==> src/rtl/awc_pkg.sv <==
// Package for the converter window comparator: register map, fields, timing.
package awc_pkg;
  localparam logic [7:0] AWC_ADDR_LT_LOW = 8'hC5;
  localparam logic [7:0] AWC_ADDR_LT_HIGH = 8'hC4;
  localparam logic [7:0] AWC_ADDR_GT_LOW = 8'hC3;
  localparam logic [7:0] AWC_ADDR_GT_HIGH = 8'hC6;
  localparam logic [7:0] AWC_ADDR_CTRL = 8'hE8;
  localparam logic [7:0] AWC_ADDR_CONFIG = 8'hBC;
  localparam logic [7:0] AWC_ADDR_RES_LOW = 8'hBD;
  localparam logic [7:0] AWC_ADDR_RES_HIGH = 8'hBE;
  localparam logic [7:0] AWC_ADDR_IRQ_STATUS = 8'hD0;
  localparam logic [7:0] AWC_ADDR_IRQ_MASK = 8'hD4;
  localparam logic [7:0] AWC_RESET_BYTE = 8'h00;
  localparam logic [15:0] AWC_RESET_WORD = 16'h0000;
  localparam int AWC_CTRL_WINT_BIT = 3;
  localparam int AWC_CTRL_CINT_BIT = 5;
  localparam int AWC_CFG_LJST_BIT = 2;
  localparam int AWC_CFG_DIFF_BIT = 0;
  localparam int AWC_IRQ_WIN_BIT = 0;
  localparam int AWC_IRQ_DONE_BIT = 1;
  localparam logic [1:0] AWC_IRQ_RESET = 2'h0;
  localparam int AWC_SAR_CLOCKS = 10;
  localparam logic [4:0] AWC_SAR_DIV_RESET = 5'h1F;
  localparam int AWC_LJST_SHIFT = 6;
  typedef struct packed {
    logic [15:0] data;
    logic valid;
  } awc_result_type;
endpackage

==> src/rtl/awc_window_comparator.sv <==
// Converter window comparator with classic Wishbone register slave.
// Functional notes
// - Less-than low byte at C5, reset zero
// - Single-ended results compare as unsigned
// - Inside window: strictly between both limits
// - Outside window: strictly beyond either bound
// - Differential results compare as signed
// - Differential inside uses signed limits
// - Differential outside uses signed bounds
// - Left-justified compare matches right-justified outcome
// - Conversion takes at least ten SAR clocks
// - Match sets control bit 3 until cleared
// - Right-justified high byte sign-extends bit 9
// - Mode chosen by limit contents, compared signed when the differential bit is set
module awc_window_comparator
  import awc_pkg::*;
(
  input wire logic CORE_CLK, // System clock, 10 MHz
  input wire logic RESET, // Synchronous reset, active high
  input wire logic [7:0] WB_ADR_I, // Register address
  input wire logic [7:0] WB_DAT_I, // Write data
  output logic [7:0] WB_DAT_O, // Read data
  input wire logic WB_WE_I, // Write enable
  input wire logic WB_SEL_I, // Byte select
  input wire logic WB_CYC_I, // Bus cycle
  input wire logic WB_STB_I, // Strobe
  output logic WB_ACK_O, // Acknowledge
  input wire logic [9:0] SAR_CODE, // Raw code from the analog core
  input wire logic SAR_START, // Start conversion pulse
  output logic SAR_BUSY, // Conversion in progress
  output logic IRQ // Level interrupt
);
  logic [7:0] lt_low, lt_high, gt_low, gt_high;
  logic [7:0] cfg;
  logic wint, cint;
  logic [1:0] irq_status, irq_mask;
  awc_result_type result;
  logic [4:0] div_cnt;
  logic sar_tick;
  logic [3:0] bit_cnt;
  logic conv_done;
  logic [15:0] next_word;
  logic bus_req, bus_wr, wr_ctrl, wr_irq;
  logic window_hit;

  assign bus_req = WB_CYC_I && WB_STB_I && !WB_ACK_O;
  assign bus_wr = bus_req && WB_WE_I && WB_SEL_I;
  assign wr_ctrl = bus_wr && (WB_ADR_I == AWC_ADDR_CTRL);
  assign wr_irq = bus_wr && (WB_ADR_I == AWC_ADDR_IRQ_STATUS);

  // One-cycle acknowledge; the ack drops in the following cycle
  always_ff @(posedge CORE_CLK) begin
    if (RESET) begin
      WB_ACK_O <= 1'b0;
    end else begin
      WB_ACK_O <= bus_req;
    end
  end

  // Limit and configuration registers
  always_ff @(posedge CORE_CLK) begin
    if (RESET) begin
      lt_low <= AWC_RESET_BYTE;
      lt_high <= AWC_RESET_BYTE;
      gt_low <= AWC_RESET_BYTE;
      gt_high <= AWC_RESET_BYTE;
      cfg <= AWC_RESET_BYTE;
      irq_mask <= AWC_IRQ_RESET;
    end else if (bus_wr) begin
      if (WB_ADR_I == AWC_ADDR_LT_LOW) begin
        lt_low <= WB_DAT_I;
      end else if (WB_ADR_I == AWC_ADDR_LT_HIGH) begin
        lt_high <= WB_DAT_I;
      end else if (WB_ADR_I == AWC_ADDR_GT_LOW) begin
        gt_low <= WB_DAT_I;
      end else if (WB_ADR_I == AWC_ADDR_GT_HIGH) begin
        gt_high <= WB_DAT_I;
      end else if (WB_ADR_I == AWC_ADDR_CONFIG) begin
        cfg <= WB_DAT_I;
      end else if (WB_ADR_I == AWC_ADDR_IRQ_MASK) begin
        irq_mask <= WB_DAT_I[1:0];
      end
    end
  end

  // Read mux; unmapped addresses read zero
  always_ff @(posedge CORE_CLK) begin
    if (RESET) begin
      WB_DAT_O <= AWC_RESET_BYTE;
    end else if (bus_req) begin
      if (WB_ADR_I == AWC_ADDR_LT_LOW) begin
        WB_DAT_O <= lt_low;
      end else if (WB_ADR_I == AWC_ADDR_LT_HIGH) begin
        WB_DAT_O <= lt_high;
      end else if (WB_ADR_I == AWC_ADDR_GT_LOW) begin
        WB_DAT_O <= gt_low;
      end else if (WB_ADR_I == AWC_ADDR_GT_HIGH) begin
        WB_DAT_O <= gt_high;
      end else if (WB_ADR_I == AWC_ADDR_CONFIG) begin
        WB_DAT_O <= cfg;
      end else if (WB_ADR_I == AWC_ADDR_CTRL) begin
        WB_DAT_O <= {2'h0, cint, SAR_BUSY, wint, 3'h0};
      end else if (WB_ADR_I == AWC_ADDR_RES_LOW) begin
        WB_DAT_O <= result.data[7:0];
      end else if (WB_ADR_I == AWC_ADDR_RES_HIGH) begin
        WB_DAT_O <= result.data[15:8];
      end else if (WB_ADR_I == AWC_ADDR_IRQ_STATUS) begin
        WB_DAT_O <= {6'h00, irq_status};
      end else if (WB_ADR_I == AWC_ADDR_IRQ_MASK) begin
        WB_DAT_O <= {6'h00, irq_mask};
      end else begin
        WB_DAT_O <= AWC_RESET_BYTE;
      end
    end
  end

  // SAR clock enable, divided from the system clock by a fixed 32 (reload value AWC_SAR_DIV_RESET)
  always_ff @(posedge CORE_CLK) begin
    if (RESET || !SAR_BUSY || sar_tick) begin
      div_cnt <= AWC_SAR_DIV_RESET;
    end else begin
      div_cnt <= div_cnt - 5'h01;
    end
  end
  assign sar_tick = SAR_BUSY && (div_cnt == 5'h00);

  // Conversion sequencer: ten SAR clocks per result
  always_ff @(posedge CORE_CLK) begin
    if (RESET) begin
      SAR_BUSY <= 1'b0;
      bit_cnt <= 4'h0;
      conv_done <= 1'b0;
    end else begin
      conv_done <= 1'b0;
      if (!SAR_BUSY && SAR_START) begin
        SAR_BUSY <= 1'b1;
        bit_cnt <= 4'h0;
      end else if (sar_tick) begin
        if (bit_cnt == 4'(AWC_SAR_CLOCKS - 1)) begin
          SAR_BUSY <= 1'b0;
          conv_done <= 1'b1;
        end else begin
          bit_cnt <= bit_cnt + 4'h1;
        end
      end
    end
  end

  // Justify the raw code into the result word
  always_comb begin
    if (cfg[AWC_CFG_LJST_BIT]) begin
      next_word = {SAR_CODE, 6'h00};
    end else begin
      next_word = {{6{SAR_CODE[9]}}, SAR_CODE};
    end
  end

  always_ff @(posedge CORE_CLK) begin
    if (RESET) begin
      result <= '0;
    end else begin
      result.valid <= conv_done;
      if (conv_done) begin
        result.data <= next_word;
      end
    end
  end

  // Window decision; limits are taken in the format software configured.
  // Comparing whole 16-bit words keeps left and right justification equivalent.
  always_comb begin
    logic signed [16:0] res_v, lt_v, gt_v;
    logic diff;
    logic [15:0] cmp_word;
    diff = cfg[AWC_CFG_DIFF_BIT];
    // Sign copies in the high byte would make large unsigned codes look huge
    cmp_word = (diff || cfg[AWC_CFG_LJST_BIT]) ? result.data : 16'(result.data[9:0]);
    res_v = {diff & cmp_word[15], cmp_word};
    lt_v = {diff & lt_high[7], lt_high, lt_low};
    gt_v = {diff & gt_high[7], gt_high, gt_low};
    if (lt_v > gt_v) begin
      window_hit = (res_v > gt_v) && (res_v < lt_v);
    end else begin
      window_hit = (res_v < lt_v) || (res_v > gt_v);
    end
  end

  // Sticky flags: hardware set wins over a software clear in the same cycle
  always_ff @(posedge CORE_CLK) begin
    if (RESET) begin
      wint <= 1'b0;
      cint <= 1'b0;
    end else begin
      if (result.valid && window_hit) begin
        wint <= 1'b1;
      end else if (wr_ctrl && !WB_DAT_I[AWC_CTRL_WINT_BIT]) begin
        wint <= 1'b0;
      end
      if (result.valid) begin
        cint <= 1'b1;
      end else if (wr_ctrl && !WB_DAT_I[AWC_CTRL_CINT_BIT]) begin
        cint <= 1'b0;
      end
    end
  end

  always_ff @(posedge CORE_CLK) begin
    if (RESET) begin
      irq_status <= AWC_IRQ_RESET;
    end else begin
      irq_status[AWC_IRQ_WIN_BIT] <= (result.valid && window_hit) ||
        (irq_status[AWC_IRQ_WIN_BIT] && !(wr_irq && WB_DAT_I[AWC_IRQ_WIN_BIT]));
      irq_status[AWC_IRQ_DONE_BIT] <= result.valid ||
        (irq_status[AWC_IRQ_DONE_BIT] && !(wr_irq && WB_DAT_I[AWC_IRQ_DONE_BIT]));
    end
  end

  always_ff @(posedge CORE_CLK) begin
    if (RESET) begin
      IRQ <= 1'b0;
    end else begin
      IRQ <= |(irq_status & irq_mask);
    end
  end

  // Checks
  // Limit and result words as software sees them, for the checks below
  logic [15:0] lt_word, gt_word, res10_word;
  assign lt_word = {lt_high, lt_low};
  assign gt_word = {gt_high, gt_low};
  assign res10_word = 16'(result.data[9:0]);

  int unsigned busy_len;
  always_ff @(posedge CORE_CLK) begin
    if (RESET || !SAR_BUSY) begin
      busy_len <= 0;
    end else begin
      busy_len <= busy_len + 1;
    end
  end

  lt_low_reset_a: assert property (@(posedge CORE_CLK) RESET |=> (lt_low == AWC_RESET_BYTE))
    else $error("less-than low byte not zero after reset");
  unsigned_cmp_a: assert property (@(posedge CORE_CLK) disable iff (RESET)
    (result.valid && !cfg[AWC_CFG_DIFF_BIT] && !cfg[AWC_CFG_LJST_BIT] && (lt_word <= gt_word) &&
    (res10_word > gt_word)) |=> wint)
    else $error("unsigned result above limit did not flag");
  inside_hit_a: assert property (@(posedge CORE_CLK) disable iff (RESET)
    (result.valid && !cfg[AWC_CFG_DIFF_BIT] && !cfg[AWC_CFG_LJST_BIT] && (lt_word > gt_word) &&
    (res10_word > gt_word) && (res10_word < lt_word)) |=> wint)
    else $error("result inside the window did not flag");
  bound_equal_a: assert property (@(posedge CORE_CLK) disable iff (RESET)
    (result.valid && !cfg[AWC_CFG_DIFF_BIT] && !cfg[AWC_CFG_LJST_BIT] &&
    ((res10_word == lt_word) || (res10_word == gt_word))) |-> !window_hit)
    else $error("result equal to a limit matched");
  inside_a: assert property (@(posedge CORE_CLK) disable iff (RESET)
    (result.valid && !window_hit && !wint && !wr_ctrl) |=> !wint)
    else $error("flag set without a window hit");
  outside_a: assert property (@(posedge CORE_CLK) disable iff (RESET)
    (result.valid && window_hit) |=> wint)
    else $error("window hit did not set flag");
  signed_ext_a: assert property (@(posedge CORE_CLK) disable iff (RESET)
    (result.valid && !cfg[AWC_CFG_LJST_BIT]) |-> result.data[15:10] == {6{result.data[9]}})
    else $error("right-justified result not sign extended");
  ljst_a: assert property (@(posedge CORE_CLK) disable iff (RESET)
    (result.valid && cfg[AWC_CFG_LJST_BIT]) |-> result.data[5:0] == 6'h00)
    else $error("left-justified low bits not zero");
  conv_len_a: assert property (@(posedge CORE_CLK) disable iff (RESET)
    $rose(conv_done) |-> busy_len >= 32'(AWC_SAR_CLOCKS) * (32'(AWC_SAR_DIV_RESET) + 32'h1))
    else $error("conversion shorter than ten SAR clocks");
  sticky_a: assert property (@(posedge CORE_CLK) disable iff (RESET)
    (wint && !wr_ctrl) |=> wint)
    else $error("window flag dropped without a clear");
  irq_level_a: assert property (@(posedge CORE_CLK) disable iff (RESET)
    |(irq_status & irq_mask) |=> IRQ)
    else $error("interrupt not raised for unmasked status");
  irq_quiet_a: assert property (@(posedge CORE_CLK) disable iff (RESET)
    !(|(irq_status & irq_mask)) |=> !IRQ)
    else $error("interrupt raised with no unmasked status");
  diff_inside_a: assert property (@(posedge CORE_CLK) disable iff (RESET)
    (result.valid && cfg[AWC_CFG_DIFF_BIT] && ($signed(lt_word) > $signed(gt_word)) &&
    ($signed(result.data) > $signed(gt_word)) && ($signed(result.data) < $signed(lt_word)))
    |=> wint)
    else $error("signed result inside the window did not flag");
  diff_outside_a: assert property (@(posedge CORE_CLK) disable iff (RESET)
    (result.valid && cfg[AWC_CFG_DIFF_BIT] && ($signed(lt_word) <= $signed(gt_word)) &&
    ($signed(result.data) < $signed(lt_word))) |=> wint)
    else $error("signed result below the window did not flag");
  ack_pulse_a: assert property (@(posedge CORE_CLK) disable iff (RESET)
    WB_ACK_O |=> !WB_ACK_O)
    else $error("acknowledge held for more than one cycle");
  start_taken_a: assert property (@(posedge CORE_CLK) disable iff (RESET)
    (!SAR_BUSY && SAR_START) |=> SAR_BUSY)
    else $error("start pulse did not begin a conversion");
  inside_cover_c: cover property (@(posedge CORE_CLK) result.valid && window_hit &&
    ({lt_high, lt_low} > {gt_high, gt_low}));
  outside_cover_c: cover property (@(posedge CORE_CLK) result.valid && window_hit &&
    ({lt_high, lt_low} <= {gt_high, gt_low}));
  diff_cover_c: cover property (@(posedge CORE_CLK) result.valid && cfg[AWC_CFG_DIFF_BIT] &&
    window_hit);
  ljst_cover_c: cover property (@(posedge CORE_CLK) result.valid && cfg[AWC_CFG_LJST_BIT] &&
    window_hit);
  clear_cover_c: cover property (@(posedge CORE_CLK) wint ##1 !wint);
endmodule

==> config.mk <==
export PLATFORM = sky130hd
export DESIGN_NAME = awc_window_comparator
export DESIGN_NICKNAME = d
export VERILOG_FILES = /design/src/rtl/awc_pkg.sv /design/src/rtl/awc_window_comparator.sv
export SDC_FILE = /design/constraint.sdc
export NUM_CORES = 1
export LEC_CHECK = 0
export BUFFER_PORTS_ARGS = -buffer_cell sky130_fd_sc_hd__buf_2
export CAP_MARGIN = 20
export CORE_MARGIN = 2
export CORE_UTILIZATION = 30
export CTS_CLUSTER_DIAMETER = 30
export DETAILED_ROUTE_END_ITERATION = 6
export MAX_ROUTING_LAYER = met4
export PLACE_DENSITY = 0.46
export SYNTH_ARGS = -nofsm -noshare
export SYNTH_HDL_FRONTEND = slang
export SYNTH_SLANG_ARGS = --single-unit
==> constraint.sdc <==
create_clock -name CORE_CLK -period 3.25 [get_ports CORE_CLK]
set_input_delay 0.325 -clock CORE_CLK [delete_from_list [all_inputs] [get_ports CORE_CLK]]
set_output_delay 0.325 -clock CORE_CLK [all_outputs]
set_load 0.005 [all_outputs]
==> impl_metrics.toml, run 1 <==
[run]
drv_cap = 0

[critical_path]
rrSetupSlack_ps = 600
slowest_stage = "dfxtp_1"
start_kind = "flip-flop"
cpPeakStageDelay_ps = 430
crit_chain = "nor2_2, and2b_1, ha_1, a211oi_1, nand2_1, nor3_1, a2111oi_2, o21ai_1, o21ai_1, a211o_1"
path_buf_inv = 0
startpoint = "cfg[0]"
crit_required_ps = 3490
rr_startpoint = "cfg[0]"
cp_data_arrival_time_ps = 2890
path_max_fanout = 10
worstSetupPathType = "flip-flop to flip-flop"
path_delay_family = "compound AO/OA/AOI/OAI gates"
cpMostUsedCell = "o21ai_1"
setup.worst_path.end_class = "flip-flop"

[clock_tree]
htreeDepth = 3
numClockSinks = 84
cts_buffers = 9
cts_tree = "yes"
cts-resized-gates = 0
cts_root_buffer = "clkbuf_16"
clkLatencyLatePin_ps = 350
clkTransAtPathRegs_ps = 70
cts_buffer_depth = 2
cts_hold_buf = 0
cts_setup_buffers = 0

[power]
vdd_drop_max_mv = 0.258
total_leakage_power_nw = 2.35
powerDensity_nw_per_um2 = 380

[drt]
dr.first_iter.drc_count = 255
ant_nets = 0
firstDrtPassIters = 7
routed_wl_microns = 16800
wire_per_inst_microns = 19.2
met3_length_microns = 733
wl_met1_microns = 7470
vias_per_cell = 5.30
drc = 0
top_layer = "met4"
routed-wl-met2_microns = 7960
vias = 4635

[yosys]
synthArstFlopShare = 0
syn_inst = 617
synth_compound_area_frac = 0.198
ys_seq_elements = 84
yosysWarnings = 0
synth_fa_ha_area_frac = 0.118
synthSimpleGateAreaFrac = 0.214
synth_xor_area_frac = 0.0104
synth_mux_area_frac = 0.0680
synth_ff_type = "dfxtp_1"
netlist_area_sq_um = 5060
synth_edf_count = 0
synth_top_family_by_area = "simple AND/OR/NAND/NOR gates"
syn_area_per_cell_sq_um = 8.20
synthDistinctLibCells = 71
syn-num-nets = 697
synth_seq_area_share = 0.333

[global_route]
track_usage = 0.197
antenna_found_initial = 0
grt_max_degree = 53
overflow = 0
grt_pass1_vias = 4501
grt_first_pass_wirelength_microns = 25900

[placed_design]
placed_area_sq_um = 5470
finalWeightedCongestion = 0.874
hpwl_microns = 12900
io_buffers = 43

[sta]
fin_crit_sh = 0.814
relSlewSlack = 0.538
fin_worst_skew_ps = 6.56
finalSetupTns_ps = 0
slew_viol_final = 0
rsz0062_at_grt = "false"
max_slew.worst_pin.slew_ps = 691
finalCriticalPeriod_ps = 2650
final_hold_viol_count = 0
timing.fmax_mhz = 378
finalSetupViolations = 0

[floorplanning]
io_pins = 44
fp.dieH_microns = 134
coreArea_sq_um = 16500
dieArea_sq_um = 17900
fp.dieW_microns = 134
rows = 47
initial_core_util = 0.306

[finish]
layout-drive-gt1-share = 0.136
syn2layout_area_growth_pct = 13.9
n_antenna_cell = 0
fin_nets = 730
design_area_sq_um = 5760

[run_status]
status = "finished clean"

[min_path]
min_from = "SAR_CODE[9]"
hp-class = "primary input to flip-flop"
## where the power goes
group          internal [mW]  switching, mW
Combinational         0.0395         0.0820
Clock                  0.555          0.471
Sequential              1.04        0.00598
## flip-flops by register name (all words and copies together) (netlist names)
signal and flops:
div_cnt 5, cfg 8, cint 1, irq_mask 2, result 7, res10_word 10, SAR_BUSY 1, bit_cnt 4
irq_status 2, WB_ACK_O 1, gt_high 8, conv_done 1, lt_low 8, wint 1, WB_DAT_O 8, lt_high 8
IRQ 1, gt_low 8
## routing by layer
metal | vias up | GRT usage
met5 | - | -
met4 | 0 | 0.0881
met3 | 37 | 0.0317
met2 | 121 | 0.316
met1 | 2223 | 0.245
li1 | 2254 | -
## final timing paths
check	to	cells past startpoint
worst min-delay path	result[16]	3
worst max register to register	irq_status[0]	10
worst max-delay path	irq_status[0]	10
worst min register to register	div_cnt[0]	1
## kinds of logic after synthesis
logic type	after synthesis
AND/OR/NAND/NOR	223
AO/OA/AOI/OAI	151
flip-flops	84
buffers and inverters	71
adder cells (fa/ha/maj)	48
multiplexers	34
XOR/XNOR	6
## synthesized netlist by cell type, types with 7 or more instances
| cell | n | share of area |
|---|---|---|
| a211oi_1 | 16 | 0.024 |
| a21oi_1 | 59 | 0.058 |
| a22oi_1 | 8 | 0.012 |
| buf_2 | 8 | 0.0079 |
| clkbuf_1 | 15 | 0.011 |
| dfxtp_1 | 84 | 0.33 |
| ha_1 | 47 | 0.12 |
| inv_1 | 41 | 0.030 |
| mux2i_1 | 31 | 0.061 |
| nand2_1 | 66 | 0.049 |
| nand2b_1 | 7 | 0.0087 |
| nand3_1 | 18 | 0.018 |
| nor2_1 | 71 | 0.053 |
| nor2b_1 | 14 | 0.017 |
| nor3_1 | 7 | 0.0069 |
| o21ai_0 | 14 | 0.014 |
## placed cells by master, fill, tap and decap left out, types with 3 or more instances in the layout
master	n
mux2i_1	31
inv_6	4
xor2_1	3
a22o_1	3
nand3_1	18
a211o_1	3
and3_1	6
a31oi_1	5
nor3_1	7
and4_1	3
a21o_1	6
o21ai_0	14
xnor2_1	3
nand2_1	66
a211oi_1	16
inv_1	41
o21ai_1	5
nand2b_1	7
nand3b_1	4
nor2_2	6
clkbuf_16	9
nor2b_1	14
buf_4	7
nor2_1	71
a21oi_1	59
a22oi_1	8
ha_1	47
dfxtp_1	84
mux2_2	3
buf_2	43
a221oi_1	3
o211ai_1	3
## worst reg2reg max path: stages (launching register included)
cell and delay (ps):
dfxtp_1 430, nor2_2 230, and2b_1 230, ha_1 310, a211oi_1 230, nand2_1 140
nor3_1 270, a2111oi_2 90, o21ai_1 220, o21ai_1 90, a211o_1 300
## stage by stage
| step | std cells | total power, mW | hold slack (ps) | worst slack, ps | utilization |
|---|---|---|---|---|---|
| 2_1_floorplan | 617 | 1.13 | 371 | 902 | - |
| 3_3_place_gp | 859 | 1.19 | 383 | 723 | 0.331 |
| 3_5_place_dp | 859 | 1.19 | 395 | 618 | 0.331 |
| 4_1_cts | 875 | 2.22 | 218 | 597 | 0.349 |
| 5_1_grt | 875 | 2.27 | 248 | 382 | 0.349 |
| 6_report | 875 | 2.19 | 224 | 603 | 0.349 |
## final cells by class
cell class / instances / area [sq um]
well taps: 220 / 275
multi-input cells: 462 / 3080
repair buffers: 50 / 268
clock buffers: 10 / 239
inverters: 43 / 161
clock inverters: 6 / 53.8
flip-flops and latches: 84 / 1680
fillers: 1728 / 10800
(Power assumes the default switching activity.)
==> run 2: changes to the inputs <==
--- a/config.mk
+++ b/config.mk
@@ -12,7 +12,7 @@
 export CTS_CLUSTER_DIAMETER = 30
 export DETAILED_ROUTE_END_ITERATION = 6
 export MAX_ROUTING_LAYER = met4
-export PLACE_DENSITY = 0.46
+export PLACE_DENSITY = 0.47
 export SYNTH_ARGS = -nofsm -noshare
 export SYNTH_HDL_FRONTEND = slang
 export SYNTH_SLANG_ARGS = --single-unit
==> constraint.sdc (replaced) <==
create_clock -name CORE_CLK -period 2.25 [get_ports CORE_CLK]
set_input_delay 0.225 -clock CORE_CLK [delete_from_list [all_inputs] [get_ports CORE_CLK]]
set_output_delay 0.225 -clock CORE_CLK [all_outputs]
set_load 0.005 [all_outputs]
==> impl_metrics.toml, run 2 (synthesis results as in run 1) <==
[sta]
timing.fmax_mhz = 451
fin_worst_skew_ps = 6.96
worst_slack_ps = 31.3
finalSetupViolations = 0
finalSetupTns_ps = 0
final_hold_viol_count = 0
hold_ws_ps = 119
rsz0062_at_grt = "true"
fin_crit_sh = 0.986
finalCriticalPeriod_ps = 2220
relSlewSlack = 0.613
max_slew.worst_pin.slew_ps = 573
slew_viol_final = 0

[finish]
multiInputGateArea_sq_um = 3220
n_antenna_cell = 0
utilization = 0.371
layout-drive-gt1-share = 0.201
final_common_cell = "dfxtp_1"
syn2layout_area_growth_pct = 21.2
instances_no_fill = 900
ff_latch_area_sq_um = 1690
final_cell_mix = "dfxtp_1 (79), nor2_1 (70), nand2_1 (64)"
design_area_sq_um = 6130
largest_reg_flops = 10
num-fill-cells = 1723
fin_nets = 756

[run]
drv_cap = 0

[power]
p_switching_mw = 0.815
vdd_drop_max_mv = 0.350
p_int_mw = 2.54
pwr-share-comb = 0.055
powerDensity_nw_per_um2 = 547
p_sw_frac = 0.243
clkPwrFrac = 0.496
seqPwrFrac = 0.448
power_mw = 3.36
total_leakage_power_nw = 2.53

[critical_path]
start_kind = "flip-flop"
crit_cells = 10
path_max_fanout = 3
slowest_stage = "a2111o_1"
crit_chain = "nor2_4, and2b_1, ha_1, nand4_1, a2111o_1, nand4b_1, a21oi_1, o21ai_2, o21ai_1, a211o_1"
setup.worst_path.end_class = "flip-flop"
worstSetupPathType = "flip-flop to flip-flop"
path_delay_family = "compound AO/OA/AOI/OAI gates"
path_buf_inv = 0
cpPeakStageDelay_ps = 370
worstRegToRegCells = 10
rrSetupSlack_ps = 30
crit_required_ps = 2490
cp_data_arrival_time_ps = 2460

[min_path]
whs_path_depth = 3
hp-class = "primary input to flip-flop"

[drt]
firstDrtPassIters = 5
wire_per_inst_microns = 19.1
dr.first_iter.drc_count = 339
drc = 0
vias = 4686
ant_nets = 0
vias_per_cell = 5.21
routed_wl_microns = 17200

[floorplanning]
io_pins = 44
rows = 47
initial_core_util = 0.306
fp.dieH_microns = 134
dieArea_sq_um = 17900
coreArea_sq_um = 16500
fp.dieW_microns = 134

[clock_tree]
cts_buffer_depth = 2
clkLatencyLatePin_ps = 350
cts_hold_buf = 0
clkTransAtPathRegs_ps = 70
cts_buffers = 9
numClockSinks = 84
cts_tree = "yes"
htreeDepth = 3
cts_root_buffer = "clkbuf_16"

[global_route]
grt_max_degree = 31
grt_pass1_vias = 4656
grt_first_pass_wirelength_microns = 26600
track_usage = 0.203
antenna_found_initial = 0
overflow = 0

[run_status]
status = "finished clean"

[placed_design]
hpwl_microns = 13300
io_buffers = 43
finalWeightedCongestion = 0.881
dpl.cell_count = 882
dp_slack_ps = -60.0
placed_area_sq_um = 5650
==> run 2: final cells by class <==
| cell class | count | area share |
|---|---|---|
| Multi-Input combinational cell | 462 | 0.525 |
| Tap cell | 220 | 0.0449 |
| Timing Repair Buffer | 76 | 0.0761 |
| Clock inverter | 6 | 0.0157 |
| Sequential cell | 84 | 0.275 |
| Inverter | 43 | 0.0263 |
| Clock buffer | 9 | 0.0367 |
==> run 2: worst paths after layout <==
kind          startpoint            end
max               cfg[2]  irq_status[0]
min          SAR_CODE[9]     result[16]
max reg2reg       cfg[2]  irq_status[0]
min reg2reg   div_cnt[0]     div_cnt[0]
==> run 2: timing repair <==
item	CTS	global route
buffers inserted	1	2
endpoints found under the setup margin	1	2
gates resized for setup	3	25
pin swaps	2	13
==> run 2: power by group through the flow <==
stage | combinational, mW | sequential, mW | clock [mW]
after CTS | 0.184 | 1.50 | 1.71
after floorplan | 0.0868 | 1.54 | 0
after global placement | 0.183 | 1.54 | 0
after detailed placement | 0.184 | 1.54 | 0
final | 0.186 | 1.50 | 1.67
after global routing | 0.201 | 1.50 | 1.76
==> run 2: worst register-to-register path: cells and delay by family, from the launching register on <==
kind	cells	cell delay, ps
adders and majority gates	1	300
DFF	1	330
and+or+nand+nor	4	560
AOI/OAI and AO/OA	5	910
==> run 2: routing by layer <==
| metal | share of wire | global-route usage | up-vias |
|---|---|---|---|
| li1 | - | - | 2313 |
| met1 | 0.45 | 0.258 | 2239 |
| met2 | 0.48 | 0.326 | 107 |
| met3 | 0.047 | 0.0325 | 27 |
| met4 | 0.026 | 0.0733 | 0 |
| met5 | 0 | - | - |
==> run 3: changes to the inputs <==
--- a/config.mk
+++ b/config.mk
@@ -13,6 +13,7 @@
 export DETAILED_ROUTE_END_ITERATION = 6
 export MAX_ROUTING_LAYER = met4
 export PLACE_DENSITY = 0.47
+export SETUP_SLACK_MARGIN = 0.4
 export SYNTH_ARGS = -nofsm -noshare
 export SYNTH_HDL_FRONTEND = slang
 export SYNTH_SLANG_ARGS = --single-unit
==> impl_metrics.toml, run 3 (synthesis results as in run 1) <==
[drt]
vias_per_cell = 5.27
met3_length_microns = 920
routed_wl_microns = 17400
top_layer = "met4"
vias = 4739
dr.first_iter.drc_count = 390
routed-wl-met2_microns = 8130
firstDrtPassIters = 5
wire_per_inst_microns = 19.3
wl_met1_microns = 7750
drc = 0
ant_nets = 0

[finish]
syn2layout_area_growth_pct = 22.1
largest_reg_flops = 10
n_antenna_cell = 0
multiInputGateArea_sq_um = 3260
num-fill-cells = 1718
ff_latch_area_sq_um = 1700
layout-drive-gt1-share = 0.225
design_area_sq_um = 6170
final_common_cell = "dfxtp_1"
final_cell_mix = "dfxtp_1 (71), nor2_1 (70), nand2_1 (64)"
fin_nets = 754

[power]
total_leakage_power_nw = 2.56
vdd_drop_max_mv = 0.353
powerDensity_nw_per_um2 = 546
power_mw = 3.37

[critical_path]
rr_startpoint = "cfg[2]"
setup.worst_path.end_class = "flip-flop"
crit_required_ps = 2490
worst_r2r_endpoint = "irq_status[0]"
rrSetupSlack_ps = 80
cp_data_arrival_time_ps = 2400
crit_path_end = "irq_status[0]"
startpoint = "cfg[2]"
start_kind = "flip-flop"
worstRegToRegCells = 10
worstSetupPathType = "flip-flop to flip-flop"
path_max_fanout = 3

[clock_tree]
clkLatencyLatePin_ps = 360
cts_root_buffer = "clkbuf_16"
cts_buffer_depth = 2
cts_hold_buf = 0
cts_tree = "yes"
cts_buffers = 9
clkTransAtPathRegs_ps = 70
numClockSinks = 84
htreeDepth = 3

[placed_design]
placed_area_sq_um = 5660
io_buffers = 43
hpwl_microns = 13500
finalWeightedCongestion = 0.913

[floorplanning]
io_pins = 44
fp.dieW_microns = 134
coreArea_sq_um = 16500
fp.dieH_microns = 134
dieArea_sq_um = 17900
rows = 47
initial_core_util = 0.306

[global_route]
antenna_found_initial = 0
grt_max_degree = 31
grt_pass1_vias = 4774
track_usage = 0.205
grt_first_pass_wirelength_microns = 27100
overflow = 0

[sta]
fin_worst_skew_ps = 15.4
finalSetupTns_ps = 0
slew_viol_final = 0
hold_ws_ps = 124
finalCriticalPeriod_ps = 2170
relSlewSlack = 0.638
final_hold_viol_count = 0
fin_crit_sh = 0.963
max_slew.worst_pin.slew_ps = 543
timing.fmax_mhz = 461
rsz0062_at_grt = "true"
finalSetupViolations = 0

[run]
drv_cap = 0

[run_status]
status = "finished clean"

[min_path]
min_from = "SAR_CODE[4]"
hp-class = "primary input to flip-flop"
## run 3: cell types whose count changed in the layout (fill, tap and decap cells not counted), sizes merged
cell,delta
buf,-2
clkinvlp,-1
inv,+2
## run 3: repair_timing
| action | CTS | global route |
|---|---|---|
| setup endpoints to repair | 2 | 28 |
| pin swaps | 11 | 4 |
| gates cloned | 0 | 0 |
| setup buffers | 3 | 0 |
| resized for setup | 31 | 10 |
## run 3: worst min path at each step
stage / endpoint / slack [ps] / cells past startpoint
after floorplan: res10_word[2] / 360 / 2
after global placement: div_cnt[0] / 380 / 1
after detailed placement: div_cnt[0] / 390 / 1
after CTS: res10_word[4] / 110 / 3
after global routing: res10_word[4] / 130 / 3
final: res10_word[4] / 120 / 3
## run 3: final cells by class
cell class / instances / share of cell area
timing repair buffer: 74 / 0.0738
sequential: 84 / 0.275
clock inverter: 7 / 0.0166
clock buffer: 9 / 0.0365
inverter: 43 / 0.0261
multi-input combinational: 462 / 0.527
tap: 220 / 0.0446
## run 3: per-layer routing
layer,up-vias,global-route usage
met5,-,-
met4,0,0.0845
met3,32,0.0370
met2,132,0.321
met1,2272,0.262
li1,2303,-
## run 3: stage by stage
| stage | utilization | instances | worst slack [ps] |
|---|---|---|---|
| 3_3_place_gp | 0.342 | 880 | 137 |
| 2_1_floorplan | - | 617 | 145 |
| 4_1_cts | 0.370 | 899 | 122 |
| 3_5_place_dp | 0.342 | 880 | 80.2 |
| 6_report | 0.374 | 899 | 82.5 |
| 5_1_grt | 0.374 | 899 | -13.6 |
## run 3: worst max-delay path, stage by stage, from the launching register on
cell and delay [ps]:
dfxtp_2 340, nor2_4 110, and2b_1 210, ha_1 310
nand4_1 130, a2111o_1 310, nand4b_1 140, a21oi_2 80
o21ai_2 80, o21ai_1 90, a211o_1 260
## run 3: power by group
group	internal, mW	switching, mW
Combinational	0.0618	0.127
Clock	0.991	0.687
Sequential	1.50	0.00803
